===== config.mk =====
export PLATFORM = sky130hd
export DESIGN_NAME = trcc_timer_capture
export DESIGN_NICKNAME = d
export VERILOG_FILES = /design/src/trcc_pkg.sv /design/src/trcc_timer_capture.sv
export SDC_FILE = /design/constraint.sdc
export NUM_CORES = 1
export LEC_CHECK = 0
export BUFFER_PORTS_ARGS = -buffer_cell sky130_fd_sc_hd__buf_4
export CAP_MARGIN = 20
export CORE_MARGIN = 2
export CORE_UTILIZATION = 50
export DETAILED_ROUTE_END_ITERATION = 6
export HOLD_SLACK_MARGIN = 0.1
export PLACE_DENSITY = 0.7
export SETUP_SLACK_MARGIN = 0.3
export SYNTH_ARGS = -nofsm -noshare
export SYNTH_HDL_FRONTEND = slang
export SYNTH_SLANG_ARGS = --single-unit

===== constraint.sdc =====
create_clock -name aclk -period 3.45 [get_ports aclk]
set_input_delay 1.035 -clock aclk [delete_from_list [all_inputs] [get_ports aclk]]
set_output_delay 1.035 -clock aclk [all_outputs]
set_load 0.01 [all_outputs]

===== src/trcc_pkg.sv =====
// Package with register map, field layout and timing counts for the timer capture block.
package trcc_pkg;
  localparam int unsigned NUM_CH = 3;
  localparam int unsigned NUM_PIN = 9;
  localparam int unsigned FILT_CYC = 4;
  localparam int unsigned FILT_W = $clog2(FILT_CYC);
  localparam int unsigned AW = 10;
  localparam logic [7:0] IDX_CAPEF = 8'h92;
  localparam logic [7:0] IDX_EDGE = 8'h93;
  localparam logic [7:0] IDX_FILT = 8'h94;
  localparam logic [7:0] IDX_CTRL = 8'hc8;
  localparam logic [7:0] IDX_MODE = 8'hc9;
  localparam logic [7:0] IDX_RCL = 8'hca;
  localparam logic [7:0] IDX_RCH = 8'hcb;
  localparam logic [7:0] IDX_CNTL = 8'hcc;
  localparam logic [7:0] IDX_CNTH = 8'hcd;
  localparam logic [7:0] IDX_PSA = 8'hf1;
  localparam logic [7:0] IDX_PSB = 8'hf2;
  localparam logic [7:0] IDX_IEN = 8'hf8;
  localparam logic [7:0] IDX_RES_L [NUM_CH] = '{8'he4, 8'he6, 8'hed};
  localparam logic [7:0] IDX_RES_H [NUM_CH] = '{8'he5, 8'he7, 8'hee};
  localparam int unsigned CTRL_MODE = 0;
  localparam int unsigned CTRL_RUN = 2;
  localparam int unsigned CTRL_FLAG = 7;
  localparam int unsigned MODE_RELOAD_ENABLE = 7;
  localparam int unsigned MODE_CAPCLR = 3;
  localparam int unsigned MODE_CMPCLR = 2;
  localparam int unsigned MODE_TRIG = 0;
  localparam int unsigned CAP_EN_LSB = 4;
  localparam int unsigned CAP_FLAG_LSB = 0;
  localparam int unsigned FILT_EN_LSB = 4;
  localparam int unsigned IEN_GLOBAL = 0;
  localparam int unsigned IEN_CAP = 1;
  localparam logic [7:0] RST_BYTE = 8'h00;
  localparam logic [15:0] CNT_CLEAR = 16'h0000;
  localparam logic [15:0] CNT_MAX = 16'hffff;
  localparam logic [3:0] PIN_SEL_MAX = 4'h8;
  localparam logic [1:0] TRIG_OVF = 2'h0;
  localparam logic [1:0] RESP_OKAY = 2'h0;
  localparam logic [1:0] RESP_SLVERR = 2'h2;
  typedef enum logic [1:0] {
    TRCC_EDGE_FALL = 2'h0,
    TRCC_EDGE_RISE = 2'h1,
    TRCC_EDGE_BOTH = 2'h2,
    TRCC_EDGE_RSVD = 2'h3
  } trcc_edge_t;
endpackage


===== src/trcc_timer_capture.sv =====
// Timer with reload, compare and three-channel input capture behind an AXI4-Lite slave.
//
// Decided for this implementation: the AXI4-Lite slave port.
module trcc_timer_capture
  import trcc_pkg::*;
(
  input wire logic aclk,
  input wire logic aresetn,
  input wire logic [AW-1:0] s_axi_awaddr,
  input wire logic s_axi_awvalid,
  output logic s_axi_awready,
  input wire logic [31:0] s_axi_wdata,
  input wire logic [3:0] s_axi_wstrb,
  input wire logic s_axi_wvalid,
  output logic s_axi_wready,
  output logic [1:0] s_axi_bresp,
  output logic s_axi_bvalid,
  input wire logic s_axi_bready,
  input wire logic [AW-1:0] s_axi_araddr,
  input wire logic s_axi_arvalid,
  output logic s_axi_arready,
  output logic [31:0] s_axi_rdata,
  output logic [1:0] s_axi_rresp,
  output logic s_axi_rvalid,
  input wire logic s_axi_rready,
  input wire logic [NUM_PIN-1:0] capture_pin,
  output logic capture_irq
);

  logic awready_reg, wready_reg, bvalid_reg, arready_reg, rvalid_reg;
  logic [1:0] bresp_reg, rresp_reg;
  logic [31:0] rdata_reg;
  logic [7:0] wa_idx_reg;
  logic [7:0] wdata_reg;
  logic wstrb_reg;
  logic [7:0] ctrl_reg, mode_reg;
  logic [15:0] rcmp_reg, cnt_reg, cnt_next;
  logic [NUM_CH-1:0] cap_en_reg, cap_flag_reg, filt_en_reg;
  logic [2*NUM_CH-1:0] edge_sel_reg;
  logic [7:0] psel_a_reg;
  logic [3:0] psel_b_reg;
  logic [1:0] ien_reg;
  logic irq_reg;
  logic [NUM_PIN-1:0] pin_s1_reg, pin_s2_reg;
  logic [15:0] res_reg [NUM_CH];
  logic [NUM_CH-1:0] sel_pin, f_lvl, cap_ev;

  // Write path: address and data are held until both arrived and the response is free.
  wire aw_hs = s_axi_awvalid & awready_reg;
  wire w_hs = s_axi_wvalid & wready_reg;
  wire wr_go = ~awready_reg & ~wready_reg & ~bvalid_reg;
  wire wr_lane = wr_go & wstrb_reg;
  wire ar_hs = s_axi_arvalid & arready_reg;
  wire [7:0] ar_idx = s_axi_araddr[AW-1:2];

  function automatic logic wr_to(input logic [7:0] idx);
    wr_to = wr_lane && (wa_idx_reg == idx);
  endfunction

  function automatic logic is_mapped(input logic [7:0] idx);
    is_mapped = (idx == IDX_CAPEF) || (idx == IDX_EDGE) || (idx == IDX_FILT) ||
      (idx == IDX_CTRL) || (idx == IDX_MODE) || (idx == IDX_RCL) ||
      (idx == IDX_RCH) || (idx == IDX_CNTL) || (idx == IDX_CNTH) ||
      (idx == IDX_PSA) || (idx == IDX_PSB) || (idx == IDX_IEN) ||
      (idx == IDX_RES_L[0]) || (idx == IDX_RES_H[0]) ||
      (idx == IDX_RES_L[1]) || (idx == IDX_RES_H[1]) ||
      (idx == IDX_RES_L[2]) || (idx == IDX_RES_H[2]);
  endfunction

  function automatic logic [7:0] rd_byte(input logic [7:0] idx);
    logic [7:0] v;
    v = RST_BYTE;
    unique case (idx)
      IDX_CAPEF: v = {1'b0, cap_en_reg, 1'b0, cap_flag_reg};
      IDX_EDGE: v = {2'b00, edge_sel_reg};
      IDX_FILT: v = {1'b0, filt_en_reg, 4'h0};
      IDX_CTRL: v = ctrl_reg;
      IDX_MODE: v = mode_reg;
      IDX_RCL: v = rcmp_reg[7:0];
      IDX_RCH: v = rcmp_reg[15:8];
      IDX_CNTL: v = cnt_reg[7:0];
      IDX_CNTH: v = cnt_reg[15:8];
      IDX_PSA: v = psel_a_reg;
      IDX_PSB: v = {4'h0, psel_b_reg};
      IDX_IEN: v = {6'h00, ien_reg};
      IDX_RES_L[0]: v = res_reg[0][7:0];
      IDX_RES_H[0]: v = res_reg[0][15:8];
      IDX_RES_L[1]: v = res_reg[1][7:0];
      IDX_RES_H[1]: v = res_reg[1][15:8];
      IDX_RES_L[2]: v = res_reg[2][7:0];
      IDX_RES_H[2]: v = res_reg[2][15:8];
      default: v = RST_BYTE;
    endcase
    rd_byte = v;
  endfunction

  always_ff @(posedge aclk) begin
    if (!aresetn) begin
      awready_reg <= 1'b1;
      wready_reg <= 1'b1;
      bvalid_reg <= 1'b0;
      bresp_reg <= RESP_OKAY;
      wa_idx_reg <= RST_BYTE;
      wdata_reg <= RST_BYTE;
      wstrb_reg <= 1'b0;
    end else begin
      if (aw_hs) begin
        awready_reg <= 1'b0;
        wa_idx_reg <= s_axi_awaddr[AW-1:2];
      end
      if (w_hs) begin
        wready_reg <= 1'b0;
        wdata_reg <= s_axi_wdata[7:0];
        wstrb_reg <= s_axi_wstrb[0];
      end
      if (wr_go) begin
        bvalid_reg <= 1'b1;
        bresp_reg <= is_mapped(wa_idx_reg) ? RESP_OKAY : RESP_SLVERR;
      end else if (bvalid_reg && s_axi_bready) begin
        bvalid_reg <= 1'b0;
        awready_reg <= 1'b1;
        wready_reg <= 1'b1;
      end
    end
  end

  always_ff @(posedge aclk) begin
    if (!aresetn) begin
      arready_reg <= 1'b1;
      rvalid_reg <= 1'b0;
      rresp_reg <= RESP_OKAY;
      rdata_reg <= 32'h0000_0000;
    end else if (ar_hs) begin
      arready_reg <= 1'b0;
      rvalid_reg <= 1'b1;
      rresp_reg <= is_mapped(ar_idx) ? RESP_OKAY : RESP_SLVERR;
      rdata_reg <= {24'h00_0000, rd_byte(ar_idx)};
    end else if (rvalid_reg && s_axi_rready) begin
      rvalid_reg <= 1'b0;
      arready_reg <= 1'b1;
    end
  end

  assign s_axi_awready = awready_reg;
  assign s_axi_wready = wready_reg;
  assign s_axi_bvalid = bvalid_reg;
  assign s_axi_bresp = bresp_reg;
  assign s_axi_arready = arready_reg;
  assign s_axi_rvalid = rvalid_reg;
  assign s_axi_rresp = rresp_reg;
  assign s_axi_rdata = rdata_reg;

  // Plain configuration registers.
  always_ff @(posedge aclk) begin
    if (!aresetn) begin
      mode_reg <= RST_BYTE;
      rcmp_reg <= CNT_CLEAR;
      cap_en_reg <= '0;
      edge_sel_reg <= '0;
      filt_en_reg <= '0;
      psel_a_reg <= RST_BYTE;
      psel_b_reg <= 4'h0;
      ien_reg <= 2'h0;
    end else begin
      if (wr_to(IDX_MODE)) mode_reg <= wdata_reg & 8'h8f;
      if (wr_to(IDX_RCL)) rcmp_reg[7:0] <= wdata_reg;
      if (wr_to(IDX_RCH)) rcmp_reg[15:8] <= wdata_reg;
      if (wr_to(IDX_CAPEF)) cap_en_reg <= wdata_reg[CAP_EN_LSB +: NUM_CH];
      if (wr_to(IDX_EDGE)) edge_sel_reg <= wdata_reg[2*NUM_CH-1:0];
      if (wr_to(IDX_FILT)) filt_en_reg <= wdata_reg[FILT_EN_LSB +: NUM_CH];
      if (wr_to(IDX_PSA)) psel_a_reg <= wdata_reg;
      if (wr_to(IDX_PSB)) psel_b_reg <= wdata_reg[3:0];
      if (wr_to(IDX_IEN)) ien_reg <= wdata_reg[1:0];
    end
  end

  // Pins come from outside the clock domain.
  always_ff @(posedge aclk) begin
    if (!aresetn) begin
      pin_s1_reg <= '0;
      pin_s2_reg <= '0;
    end else begin
      pin_s1_reg <= capture_pin;
      pin_s2_reg <= pin_s1_reg;
    end
  end

  wire [3:0] psel [NUM_CH] = '{psel_a_reg[3:0], psel_a_reg[7:4], psel_b_reg};

  for (genvar i = 0; i < NUM_CH; i++) begin : g_ch
    logic [FILT_W-1:0] f_cnt_reg;
    logic f_lvl_reg, prev_reg;
    wire [3:0] pidx = (psel[i] <= PIN_SEL_MAX) ? psel[i] : 4'h0;
    wire trcc_edge_t esel = trcc_edge_t'(edge_sel_reg[2*i +: 2]);
    wire rise = f_lvl_reg & ~prev_reg;
    wire fall = ~f_lvl_reg & prev_reg;
    wire hit = (esel == TRCC_EDGE_FALL) ? fall :
               (esel == TRCC_EDGE_RISE) ? rise :
               (esel == TRCC_EDGE_BOTH) ? (rise | fall) : 1'b0;
    assign sel_pin[i] = pin_s2_reg[pidx];
    assign f_lvl[i] = f_lvl_reg;
    assign cap_ev[i] = cap_en_reg[i] & hit;

    // The filter level moves only after the new level held for the full count.
    always_ff @(posedge aclk) begin
      if (!aresetn) begin
        f_cnt_reg <= '0;
        f_lvl_reg <= 1'b0;
        prev_reg <= 1'b0;
      end else begin
        prev_reg <= f_lvl_reg;
        if (!filt_en_reg[i] || sel_pin[i] == f_lvl_reg) begin
          f_cnt_reg <= '0;
          if (!filt_en_reg[i]) f_lvl_reg <= sel_pin[i];
        end else if (f_cnt_reg == FILT_W'(FILT_CYC - 1)) begin
          f_cnt_reg <= '0;
          f_lvl_reg <= sel_pin[i];
        end else begin
          f_cnt_reg <= f_cnt_reg + 1'b1;
        end
      end
    end

    always_ff @(posedge aclk) begin
      if (!aresetn) begin
        res_reg[i] <= CNT_CLEAR;
      end else if (cap_ev[i]) begin
        res_reg[i] <= cnt_reg;
      end else begin
        if (wr_to(IDX_RES_L[i])) res_reg[i][7:0] <= wdata_reg;
        if (wr_to(IDX_RES_H[i])) res_reg[i][15:8] <= wdata_reg;
      end
    end
  end

  wire cmp_mode = ctrl_reg[CTRL_MODE];
  wire run = ctrl_reg[CTRL_RUN];
  wire reload_enable = mode_reg[MODE_RELOAD_ENABLE];
  wire capclr = mode_reg[MODE_CAPCLR];
  wire cmpclr = mode_reg[MODE_CMPCLR];
  wire [1:0] trig_sel = mode_reg[MODE_TRIG +: 2];
  wire ovf = run & (cnt_reg == CNT_MAX);
  wire match = cmp_mode & run & (cnt_reg == rcmp_reg);
  // Overflow sits at index 0, so a trigger code picks its source without an out-of-range index.
  wire [NUM_CH:0] trig_src = {cap_ev, ovf};
  wire trig_ev = trig_src[trig_sel];
  wire cap_clr = ~cmp_mode & capclr & (|cap_ev);
  wire do_reload = ~cmp_mode & reload_enable & trig_ev & ~cap_clr;
  wire cmp_clr = cmp_mode & cmpclr & match;
  wire flag_set = cmp_mode ? match : ovf;

  // Every hardware action outranks a byte write landing on the same edge.
  assign cnt_next = cap_clr ? CNT_CLEAR :
                    do_reload ? rcmp_reg :
                    cmp_clr ? CNT_CLEAR :
                    run ? cnt_reg + 16'h0001 :
                    wr_to(IDX_CNTL) ? {cnt_reg[15:8], wdata_reg} :
                    wr_to(IDX_CNTH) ? {wdata_reg, cnt_reg[7:0]} :
                    cnt_reg;

  always_ff @(posedge aclk) begin
    if (!aresetn) begin
      cnt_reg <= CNT_CLEAR;
      ctrl_reg <= RST_BYTE;
      cap_flag_reg <= '0;
      irq_reg <= 1'b0;
    end else begin
      cnt_reg <= cnt_next;
      if (wr_to(IDX_CTRL)) ctrl_reg <= wdata_reg & 8'h85;
      if (flag_set) ctrl_reg[CTRL_FLAG] <= 1'b1;
      // A flag that sets in the cycle software clears it stays set.
      cap_flag_reg <= (wr_to(IDX_CAPEF) ? wdata_reg[CAP_FLAG_LSB +: NUM_CH]
                       : cap_flag_reg) | cap_ev;
      irq_reg <= (|cap_flag_reg) & ien_reg[IEN_CAP] & ien_reg[IEN_GLOBAL];
    end
  end

  assign capture_irq = irq_reg;
endmodule // trcc_timer_capture


==> results of run 1 <==
## worst max path at each step
stage	from	end	slack (ns)	depth (start not counted)
after global routing	s_axi_wready$_SDFF_PN1_	rcmp_reg[12]$_SDFFE_PN0P_	0.76	6
after global placement	s_axi_araddr[2]	s_axi_rdata[6]$_SDFFE_PN0P_	0.60	7
final	cnt_reg[5]$_SDFFE_PP0P_	cnt_reg[3]$_SDFFE_PP0P_	0.94	6
after detailed placement	s_axi_araddr[2]	s_axi_rdata[2]$_SDFFE_PN0P_	0.56	8
after floorplan	s_axi_araddr[2]	s_axi_rdata[3]$_SDFFE_PN0P_	1.01	8
after CTS	g_ch[0].f_lvl_reg$_SDFFE_PN0P_	cnt_reg[10]$_SDFFE_PP0P_	0.98	9
## logic make-up (layout without fill, tap and decap cells)
family	Yosys count	after routing
compound gates	252	252
xor+xnor	27	27
fa+ha+maj	10	10
buf+inv	136	147
flops	180	180
mux	88	88
other cells	1	26
simple gates	371	371
## power by group through the flow
stage	combinational (mW)	sequential, mW	clock, mW
finish	0.281	2.28	2.00
global route	0.310	2.29	2.11
CTS	0.280	2.28	2.03
detailed placement	0.278	2.33	0
global placement	0.275	2.33	0
floorplan	0.225	2.28	0
## layout by cell type, fill, tap and decap left out, types with 34 or more instances in the layout
cell type	n
a21oi_1	50
mux2i_1	63
o21ai_0	34
nand2_1	107
nand3_1	42
nor2_1	77
buf_4	93
dfxtp_1	132
edfxtp_1	48
a22o_1	62
## stage by stage
| stage | setup slack, ns | utilization (%) | power [mW] | std cells |
|---|---|---|---|---|
| 6_report | 0.938 | 56.8 | 4.57 | 1366 |
| 5_1_grt | 0.764 | 56.8 | 4.71 | 1366 |
| 4_1_cts | 0.983 | 56.7 | 4.59 | 1363 |
| 3_5_place_dp | 0.562 | 53.6 | 2.61 | 1331 |
| 3_3_place_gp | 0.600 | 53.6 | 2.60 | 1331 |
| 2_1_floorplan | 1.01 | - | 2.51 | 1090 |
## layout make-up
class	instances	area, um2
fillers	1740	8410
multi-input cells	774	5260
flip-flops and latches	180	4080
repair buffers	93	698
clock buffers	17	425
well taps	265	332
clock inverters	15	174
inverters	22	82.6
## metal layers
metal	global-route usage (%)	wire, um
met5	0	0
met4	7.26	638
met3	5.53	2480
met2	43.9	13000
met1	38.1	11900
==> metrics.cfg, run 1 <==
[grt]
grt_pass1_wl_um=43100
grtUsageTotal_pct=27.4
grt_max_degree=59
grt.overflow.total=0
antenna_found_initial=0
grt_pass1_vias=7622

[sta]
fmax_ghz=0.398
relSlewSlack_pct=29.6
hold_slack_ns=0.433
finalHoldViolations=0
period_minus_slack_ns=2.51
setup_tns_ns=0
rsz0062_at_grt=no
clock_skew_ns=0.0113
finalMaxSlewViolations=0
finalSetupViolCount=0
timing.final.crit_share_pct=72.8
worst_slew_pin_slew_ns=1.05

[detailed_routing]
via_count=8441
drcViolationCount=0
ant_nets=0
routed_via_density=6.18
drtIter0Drc=923
wl_per_cell_um=20.5
drt_wl_total_um=28100
dr.pass1.iters=5

[yosys]
synth_most_common_cell=dfxtp_1
synth_simple_gate_area_share_pct=19.1
synth_top_family_by_area=simple AND/OR/NAND/NOR gates
synth.top_cell.area_share_pct=26.7
yosys.area_share.adder_pct=1.26
avgSynthCellArea_um2=9.30
ys_top_cells_by_count=dfxtp_1 (132), nand2_1 (107), nor2_1 (77)
synth.area.top_cells=dfxtp_1 (27%), edfxtp_1 (15%), mux2i_1 (6.4%)
async_flop_share_pct=0
syn_area_um2=9900
ys_ff_latch=180
synth_xor_area_share_pct=2.39
synth_seq_area_share_pct=41.2
yosysUniqueCellTypes=83
synth.largest_area_cell=dfxtp_1
synth_compound_area_share_pct=18.9
synth.area.mux_share_pct=10.5
synthFlopType=dfxtp_1
postSynthCellCount=1065
yosys_warnings=0
synth_edf_count=48

[power_and_ir_drop]
cellLeakagePower_nw=4.19
internal-power_mw=3.47
p_sw_mw=1.10
p_per_area_nw_per_um2=413
swShare_pct=24.0
clockPowerShare_pct=43.8
ir_worst_vdd_mv=0.312
p_seq_share_pct=50.0
combPwrFrac_pct=6.2

[critical_path]
worstReg2RegStart=cnt_reg[5]$_SDFFE_PP0P_
endpoint_kind=flop
path_delay_family=simple AND/OR/NAND/NOR gates
rr_worst_depth=6
path_class=flop to flop
r2r_setup_slack_ns=0.94
worstSetupStartpointType=flop
slowest_stage=dfxtp_1
critical-path-max-stage-delay_ns=0.66
crit_chain=xnor2_1, nand4_1, nor4_1, nand3_1, a31oi_1, a21oi_2
crit_required_ns=3.76
cp_max_fo=10
cp_num_buf_inv=0
reg2reg_to=cnt_reg[3]$_SDFFE_PP0P_
cp.arrival_ns=2.83

[floorplanning]
fp.dieH_um=145
ios=114
die_w_um=145
initial_utilization_pct=50.9
rows=51
dieArea_um2=21000
coreArea_um2=19500

[cells_and_area]
fin_nets=1170
design_area_um2=11100
drive_gt1_share_pct=16.1
n_antenna_cell=0
area_delta_synth_final_pct=11.6
largest_reg_flops=48

[clock_network]
insertion_delay_ns=0.43
cts.htree.levels=4
cts_hold_buf=0
post-cts-setup-buffers=0
cts-resized-gates=0
clockBufferDepth=2
clk_pin_slew_ns=0.07
cts_tree=yes
clockRootBuffer=clkbuf_16
cts_sinks=180
cts_made_buffers=17

[hold_path]
hp-class=flop to flop
hold_depth=1
worstHoldStart=pin_s1_reg[8]$_SDFF_PN0_
holdPathEnd=pin_s2_reg[8]$_SDFF_PN0_

[outcome]
status=finished, final reports clean

[place]
port_buffers=56
gp_congestion=0.937
placed_area_um2=10400
dp_hpwl_um=19300

[run]
cap_violations=0

Note: power is estimated with default switching activity, not from simulation.
==> run 2: changes to the inputs <==
--- a/config.mk
+++ b/config.mk
@@ -5,13 +5,14 @@
 export SDC_FILE = /design/constraint.sdc
 export NUM_CORES = 1
 export LEC_CHECK = 0
+export ABC_AREA = 1
 export BUFFER_PORTS_ARGS = -buffer_cell sky130_fd_sc_hd__buf_4
 export CAP_MARGIN = 20
 export CORE_MARGIN = 2
 export CORE_UTILIZATION = 50
 export DETAILED_ROUTE_END_ITERATION = 6
 export HOLD_SLACK_MARGIN = 0.1
-export PLACE_DENSITY = 0.7
+export PLACE_DENSITY = 0.73
 export SETUP_SLACK_MARGIN = 0.3
 export SYNTH_ARGS = -nofsm -noshare
 export SYNTH_HDL_FRONTEND = slang
==> constraint.sdc (replaced) <==
create_clock -name aclk -period 2.3 [get_ports aclk]
set_input_delay 0.69 -clock aclk [delete_from_list [all_inputs] [get_ports aclk]]
set_output_delay 0.69 -clock aclk [all_outputs]
set_load 0.01 [all_outputs]
==> run 2 against run 1 <==
Effect of this change: utilization is 5.4 points higher; clock-buffer cell count is 1 higher; wire length is 27% higher; largest power group unchanged.
==> metrics.cfg, run 2 <==
[detailed_routing]
wl_per_cell_um=19.2
dr.pass1.iters=5
drt_wl_total_um=35600
ant_nets=0
drcViolationCount=0
via_count=10726
drtIter0Drc=1200
routed_via_density=5.79

[yosys]
yosys_warnings=0
ys_ff_latch=180
async_flop_share_pct=0
synth_seq_area_share_pct=40.8
ys_top_cells_by_count=nand2_1 (367), inv_1 (157), nand3_1 (153), nor2_1 (153), dfxtp_1 (132)
synth.area.top_cells=dfxtp_1 (26%), edfxtp_1 (14%), nand2_1 (14%)
synth_edf_count=48
synth_most_common_cell=nand2_1
synth.top_cell.area_share_pct=26.4
yosysUniqueCellTypes=44
synthFlopType=dfxtp_1
postSynthCellCount=1454
synth.largest_area_cell=dfxtp_1
syn_area_um2=10000
avgSynthCellArea_um2=6.88

[power_and_ir_drop]
p_per_area_nw_per_um2=561
clockPowerShare_pct=43.1
ir_worst_vdd_mv=0.492
p_sw_mw=1.83
cellLeakagePower_nw=5.25
p_seq_share_pct=49.7
fin_total_pwr_mw=6.81
internal-power_mw=4.98
swShare_pct=26.9
combPwrFrac_pct=7.2

[floorplanning]
rows=51
dieArea_um2=21200
die_w_um=145
ios=114
fp.dieH_um=145
coreArea_um2=19500
initial_utilization_pct=51.2

[cells_and_area]
design_area_um2=12100
largest_reg_flops=48
instances_no_fill=1853
area_delta_synth_final_pct=21.3
drive_gt1_share_pct=17.2
final_common_cell=nand2_1
fin_nets=1656
mostFrequentLayoutCells=nand2_1 (345), inv_1 (154), nand3_1 (145)

[place]
dp_hpwl_um=26700
gp_congestion=1.05
numPlacedInstances=1800
placed_area_um2=11000
port_buffers=56

[clock_network]
cts_hold_buf=0
clk_pin_slew_ns=0.08
cts_made_buffers=17
insertion_delay_ns=0.45
cts_tree=yes
cts.htree.levels=4
cts_sinks=180
clockRootBuffer=clkbuf_16
clockBufferDepth=2

[critical_path]
cp.arrival_ns=2.30
worstSetupStartpointType=flop
endpoint_kind=flop
crit_required_ns=2.65
cp_max_fo=8
worstReg2RegStart=g_ch[2].f_lvl_reg$_SDFFE_PN0P_
startpoint=g_ch[2].f_lvl_reg$_SDFFE_PN0P_
path_class=flop to flop

[sta]
rsz0062_at_grt=yes
fmax_ghz=0.512
period_minus_slack_ns=1.95
finalSetupViolCount=0
clock_skew_ns=0.00836
setup_tns_ns=0
timing.final.crit_share_pct=84.9
finalHoldViolations=0
worst_slew_pin_slew_ns=0.684
relSlewSlack_pct=54.4
finalMaxSlewViolations=0

[grt]
busiest_layer=met2
grtUsageTotal_pct=32.3
grt_pass1_wl_um=52800
grt.overflow.total=0
grt_use_met3_pct=6.52
grt_max_degree=51
antenna_found_initial=0
grt_pass1_vias=9763
use_met1_pct=42.5
gr-usage-met2_pct=51.7

[run]
cap_violations=0

[hold_path]
worstHoldStart=pin_s1_reg[8]$_SDFF_PN0_
hp-class=flop to flop

[outcome]
status=finished, final reports clean

-- run 2: cell types whose count changed in the layout (fill, tap and decap cells not counted), moves of 63 or more --
cell,change
nand3_1,+103
mux2i_1,-63
o21ai_0,+68
nor2_1,+65
inv_1,+133
nand2_1,+238
-- run 2: kinds of logic after synthesis --
logic type               after synthesis  share of synthesized area [%]
buffers and inverters                240                           10.3
adder cells (fa/ha/maj)               10                           1.25
AND/OR/NAND/NOR                      757                           32.8
XOR/XNOR                               5                          0.438
flip-flops                           180                           40.8
other                                  1                         0.0375
AO/OA/AOI/OAI                        261                           14.4
-- run 2: final cells by class --
cell class | count | area [um2]
timing repair buffer | 150 | 1220
tap | 265 | 332
antenna | 1 | 2.50
fill | 1809 | 7390
clock inverter | 14 | 135
sequential | 180 | 4100
clock buffer | 18 | 450
multi-input combinational | 1059 | 5270
inverter | 166 | 629
-- run 2: metal layers --
metal	part of all wire (%)	wire length, um
met5	0	0
met4	4.6	1630
met3	11	3790
met2	45	15900
met1	40	14300
-- run 2: worst max-delay path, cell delays in order (launching register included) --
cell and delay, ns:
dfxtp_4 0.38, inv_4 0.04, ha_4 0.14, nand3b_1 0.19, nand3_4 0.15, nand3_4 0.10
a21oi_4 0.26, buf_6 0.16, clkbuf_16 0.14, nand3_1 0.09, nand2_1 0.07, nand2_1 0.04
inv_1 0.05, nor2_1 0.03
-- run 2: path summary, 6_finish.rpt --
| kind | to | slack, ns | depth (start not counted) |
|---|---|---|---|
| worst max-delay path | cnt_reg[8]$_SDFFE_PP0P_ | 0.35 | 13 |
| worst min-delay path | pin_s2_reg[8]$_SDFF_PN0_ | 0.42 | 2 |
| worst max register to register | cnt_reg[8]$_SDFFE_PP0P_ | 0.35 | 13 |
| worst min register to register | pin_s2_reg[8]$_SDFF_PN0_ | 0.42 | 2 |
-- run 2: metrics by stage --
| step | utilization (%) | setup slack [ns] | hold slack (ns) |
|---|---|---|---|
| 2_1_floorplan | - | 0.356 | 0.390 |
| 3_3_place_gp | 56.5 | 0.0300 | 0.394 |
| 3_5_place_dp | 56.5 | -0.0406 | 0.397 |
| 4_1_cts | 60.0 | 0.302 | 0.409 |
| 5_1_grt | 62.1 | 0.215 | 0.428 |
| 6_report | 62.2 | 0.347 | 0.415 |
-- run 2: power groups by stage --
stage | logic [mW] | clock network (mW) | registers (mW)
after floorplan | 0.296 | 0 | 3.44
after global placement | 0.457 | 0 | 3.46
after detailed placement | 0.463 | 0 | 3.46
after CTS | 0.467 | 2.94 | 3.38
after global routing | 0.534 | 3.06 | 3.39
final | 0.491 | 2.93 | 3.39
-- run 2: repair_timing --
action                                  4_1_cts  5_1_grt
resized for setup                            17       80
setup buffers                                 5       14
endpoints found under the setup margin       59       96
pin swaps                                     7       20
cloned                                        0        1
endpoints found under the hold margin         0        0
==> run 3: changes to the inputs <==
--- a/config.mk
+++ b/config.mk
@@ -12,7 +12,7 @@
 export CORE_UTILIZATION = 50
 export DETAILED_ROUTE_END_ITERATION = 6
 export HOLD_SLACK_MARGIN = 0.1
-export PLACE_DENSITY = 0.73
+export PLACE_DENSITY = 0.7
 export SETUP_SLACK_MARGIN = 0.3
 export SYNTH_ARGS = -nofsm -noshare
 export SYNTH_HDL_FRONTEND = slang
==> constraint.sdc (replaced) <==
create_clock -name aclk -period 2 [get_ports aclk]
set_input_delay 0.6 -clock aclk [delete_from_list [all_inputs] [get_ports aclk]]
set_output_delay 0.6 -clock aclk [all_outputs]
set_load 0.01 [all_outputs]
==> run 3 against run 2 <==
Effect of this change: via count rose by 3.2%; sequential power is 15% higher; power rose by 15%; die area is the same; final cell count up 3.9%; critical endpoint is now cnt_reg[2]$_SDFFE_PP0P_; clock-buffer cell count increased by 1; highest routed layer unchanged; largest cell class unchanged; combinational power up 37%; cell area grew 9.3%; non-clock buffer count is 73 higher; sequential share of layout area is 2.7 points lower; clock skew increased by 0.0053 ns.
==> metrics.cfg, run 3 (synthesis gave the netlist of run 2 again) <==
[detailed_routing]
routed_via_density=5.75
ant_nets=0
wl_per_cell_um=19.1
dr.pass1.iters=6
drcViolationCount=0
via_count=11072
drtIter0Drc=1212
drt_wl_total_um=36800

[sta]
setup_tns_ns=0
finalMaxSlewViolations=0
period_minus_slack_ns=1.93
timing.final.crit_share_pct=96.6
worst_slew_pin_slew_ns=0.709
relSlewSlack_pct=52.7
fmax_ghz=0.518
finalSetupViolCount=0
finalWorstSetupSlack_ns=0.0679
finalHoldViolations=0
hold_slack_ns=0.336
rsz0062_at_grt=yes
clock_skew_ns=0.0136

[cells_and_area]
area_delta_synth_final_pct=32.6
n_antenna_cell=0
instances_no_fill=1926
largest_reg_flops=48
mostFrequentLayoutCells=nand2_1 (335), buf_4 (180), inv_1 (147)
drive_gt1_share_pct=25.5
nFillCells=1655
final_common_cell=nand2_1
fin_nets=1730
design_area_um2=13300
final_util_pct=67.9

[place]
port_buffers=56
pre_cts_slack_ns=-0.228
gp_congestion=1.03
placed_area_um2=11700
dp_hpwl_um=27000
numPlacedInstances=1862

[clock_network]
cts_tree=yes
clockBufferDepth=2
clockRootBuffer=clkbuf_16
clk_pin_slew_ns=0.07
cts_sinks=180
insertion_delay_ns=0.44
cts_hold_buf=0
cts.htree.levels=4
cts_made_buffers=17

[hold_path]
worstHoldStart=capture_pin[3]
hold_depth=3
holdPathEnd=pin_s1_reg[3]$_SDFF_PN0_
hp-class=input port to flop

[critical_path]
r2r_setup_slack_ns=0.07
cp_max_fo=8
cp.arrival_ns=2.26
rr_worst_depth=11
endpoint_kind=flop
reg2reg_to=cnt_reg[2]$_SDFFE_PP0P_
crit_required_ns=2.33
worstReg2RegStart=cnt_reg[4]$_SDFFE_PP0P_
worstSetupStartpointType=flop
path_class=flop to flop

[grt]
grt_pass1_wl_um=54900
grt_max_degree=38
grt_pass1_vias=9876
grtUsageTotal_pct=33.2
grt.overflow.total=0
antenna_found_initial=0

[floorplanning]
initial_utilization_pct=51.2
coreArea_um2=19500
fp.dieH_um=145
die_w_um=145
dieArea_um2=21200
ios=114
rows=51

[power_and_ir_drop]
cellLeakagePower_nw=5.87
fin_total_pwr_mw=7.84
p_per_area_nw_per_um2=591
ir_worst_vdd_mv=0.527

[run]
cap_violations=0

[outcome]
status=finished, final reports clean

-- run 3: worst max path at each step --
stage                                   start                        to  depth (start not counted)
2_1_floorplan  g_ch[0].f_lvl_reg$_SDFFE_PN0P_  cnt_reg[15]$_SDFFE_PP0P_                         13
3_3_place_gp   g_ch[1].f_lvl_reg$_SDFFE_PN0P_  res_reg[1][15]$_DFFE_PP_                          7
3_5_place_dp   g_ch[1].f_lvl_reg$_SDFFE_PN0P_   res_reg[1][6]$_DFFE_PP_                          7
4_1_cts        g_ch[0].f_lvl_reg$_SDFFE_PN0P_   cnt_reg[8]$_SDFFE_PP0P_                         14
5_1_grt        g_ch[2].f_lvl_reg$_SDFFE_PN0P_   cnt_reg[6]$_SDFFE_PP0P_                         11
6_report              cnt_reg[4]$_SDFFE_PP0P_   cnt_reg[2]$_SDFFE_PP0P_                         11
-- run 3: layer usage --
metal / part of all wire, % / track usage (%) / up-vias
li1: - / - / 5214
met1: 41 / 46.0 / 5074
met2: 44 / 51.6 / 656
met3: 10 / 6.14 / 128
met4: 4.2 / 12.8 / 0
met5: 0 / 0 / -
-- run 3: worst max-delay path, stage by stage (launching register included) --
cell       delay (ns)
dfxtp_1          0.45
nand3_1          0.13
nor2_2           0.15
nand4_1          0.23
nand2_1          0.13
nand2_1          0.09
nand2_4          0.11
buf_12           0.12
clkbuf_16        0.14
nand3_1          0.10
nand2_1          0.09
a21oi_1          0.06
-- run 3: area by class of cell --
| class | instances | area (um2) | area share [%] |
|---|---|---|---|
| Multi-Input combinational cell | 1059 | 5620 | 42.4 |
| Clock buffer | 19 | 433 | 3.26 |
| Inverter | 166 | 638 | 4.81 |
| Sequential cell | 180 | 4120 | 31.1 |
| Timing Repair Buffer | 223 | 1980 | 14.9 |
| Timing Repair inverter | 1 | 7.51 | 0.0566 |
| Clock inverter | 13 | 125 | 0.943 |
| Tap cell | 265 | 332 | 2.50 |
-- run 3: what timing repair did --
item | CTS | global route
pin swaps | 28 | 25
buffers inserted | 13 | 14
resized for setup | 105 | 114
endpoints found under the setup margin | 113 | 158
cloned | 1 | 4
-- run 3: power by group --
group	leakage, nW	internal (mW)	switching (mW)	total [mW]
logic	4.02	0.236	0.436	0.672
registers	1.58	3.82	0.0682	3.89
clock network	0.266	1.73	1.54	3.28
total	5.87	5.79	2.05	7.84
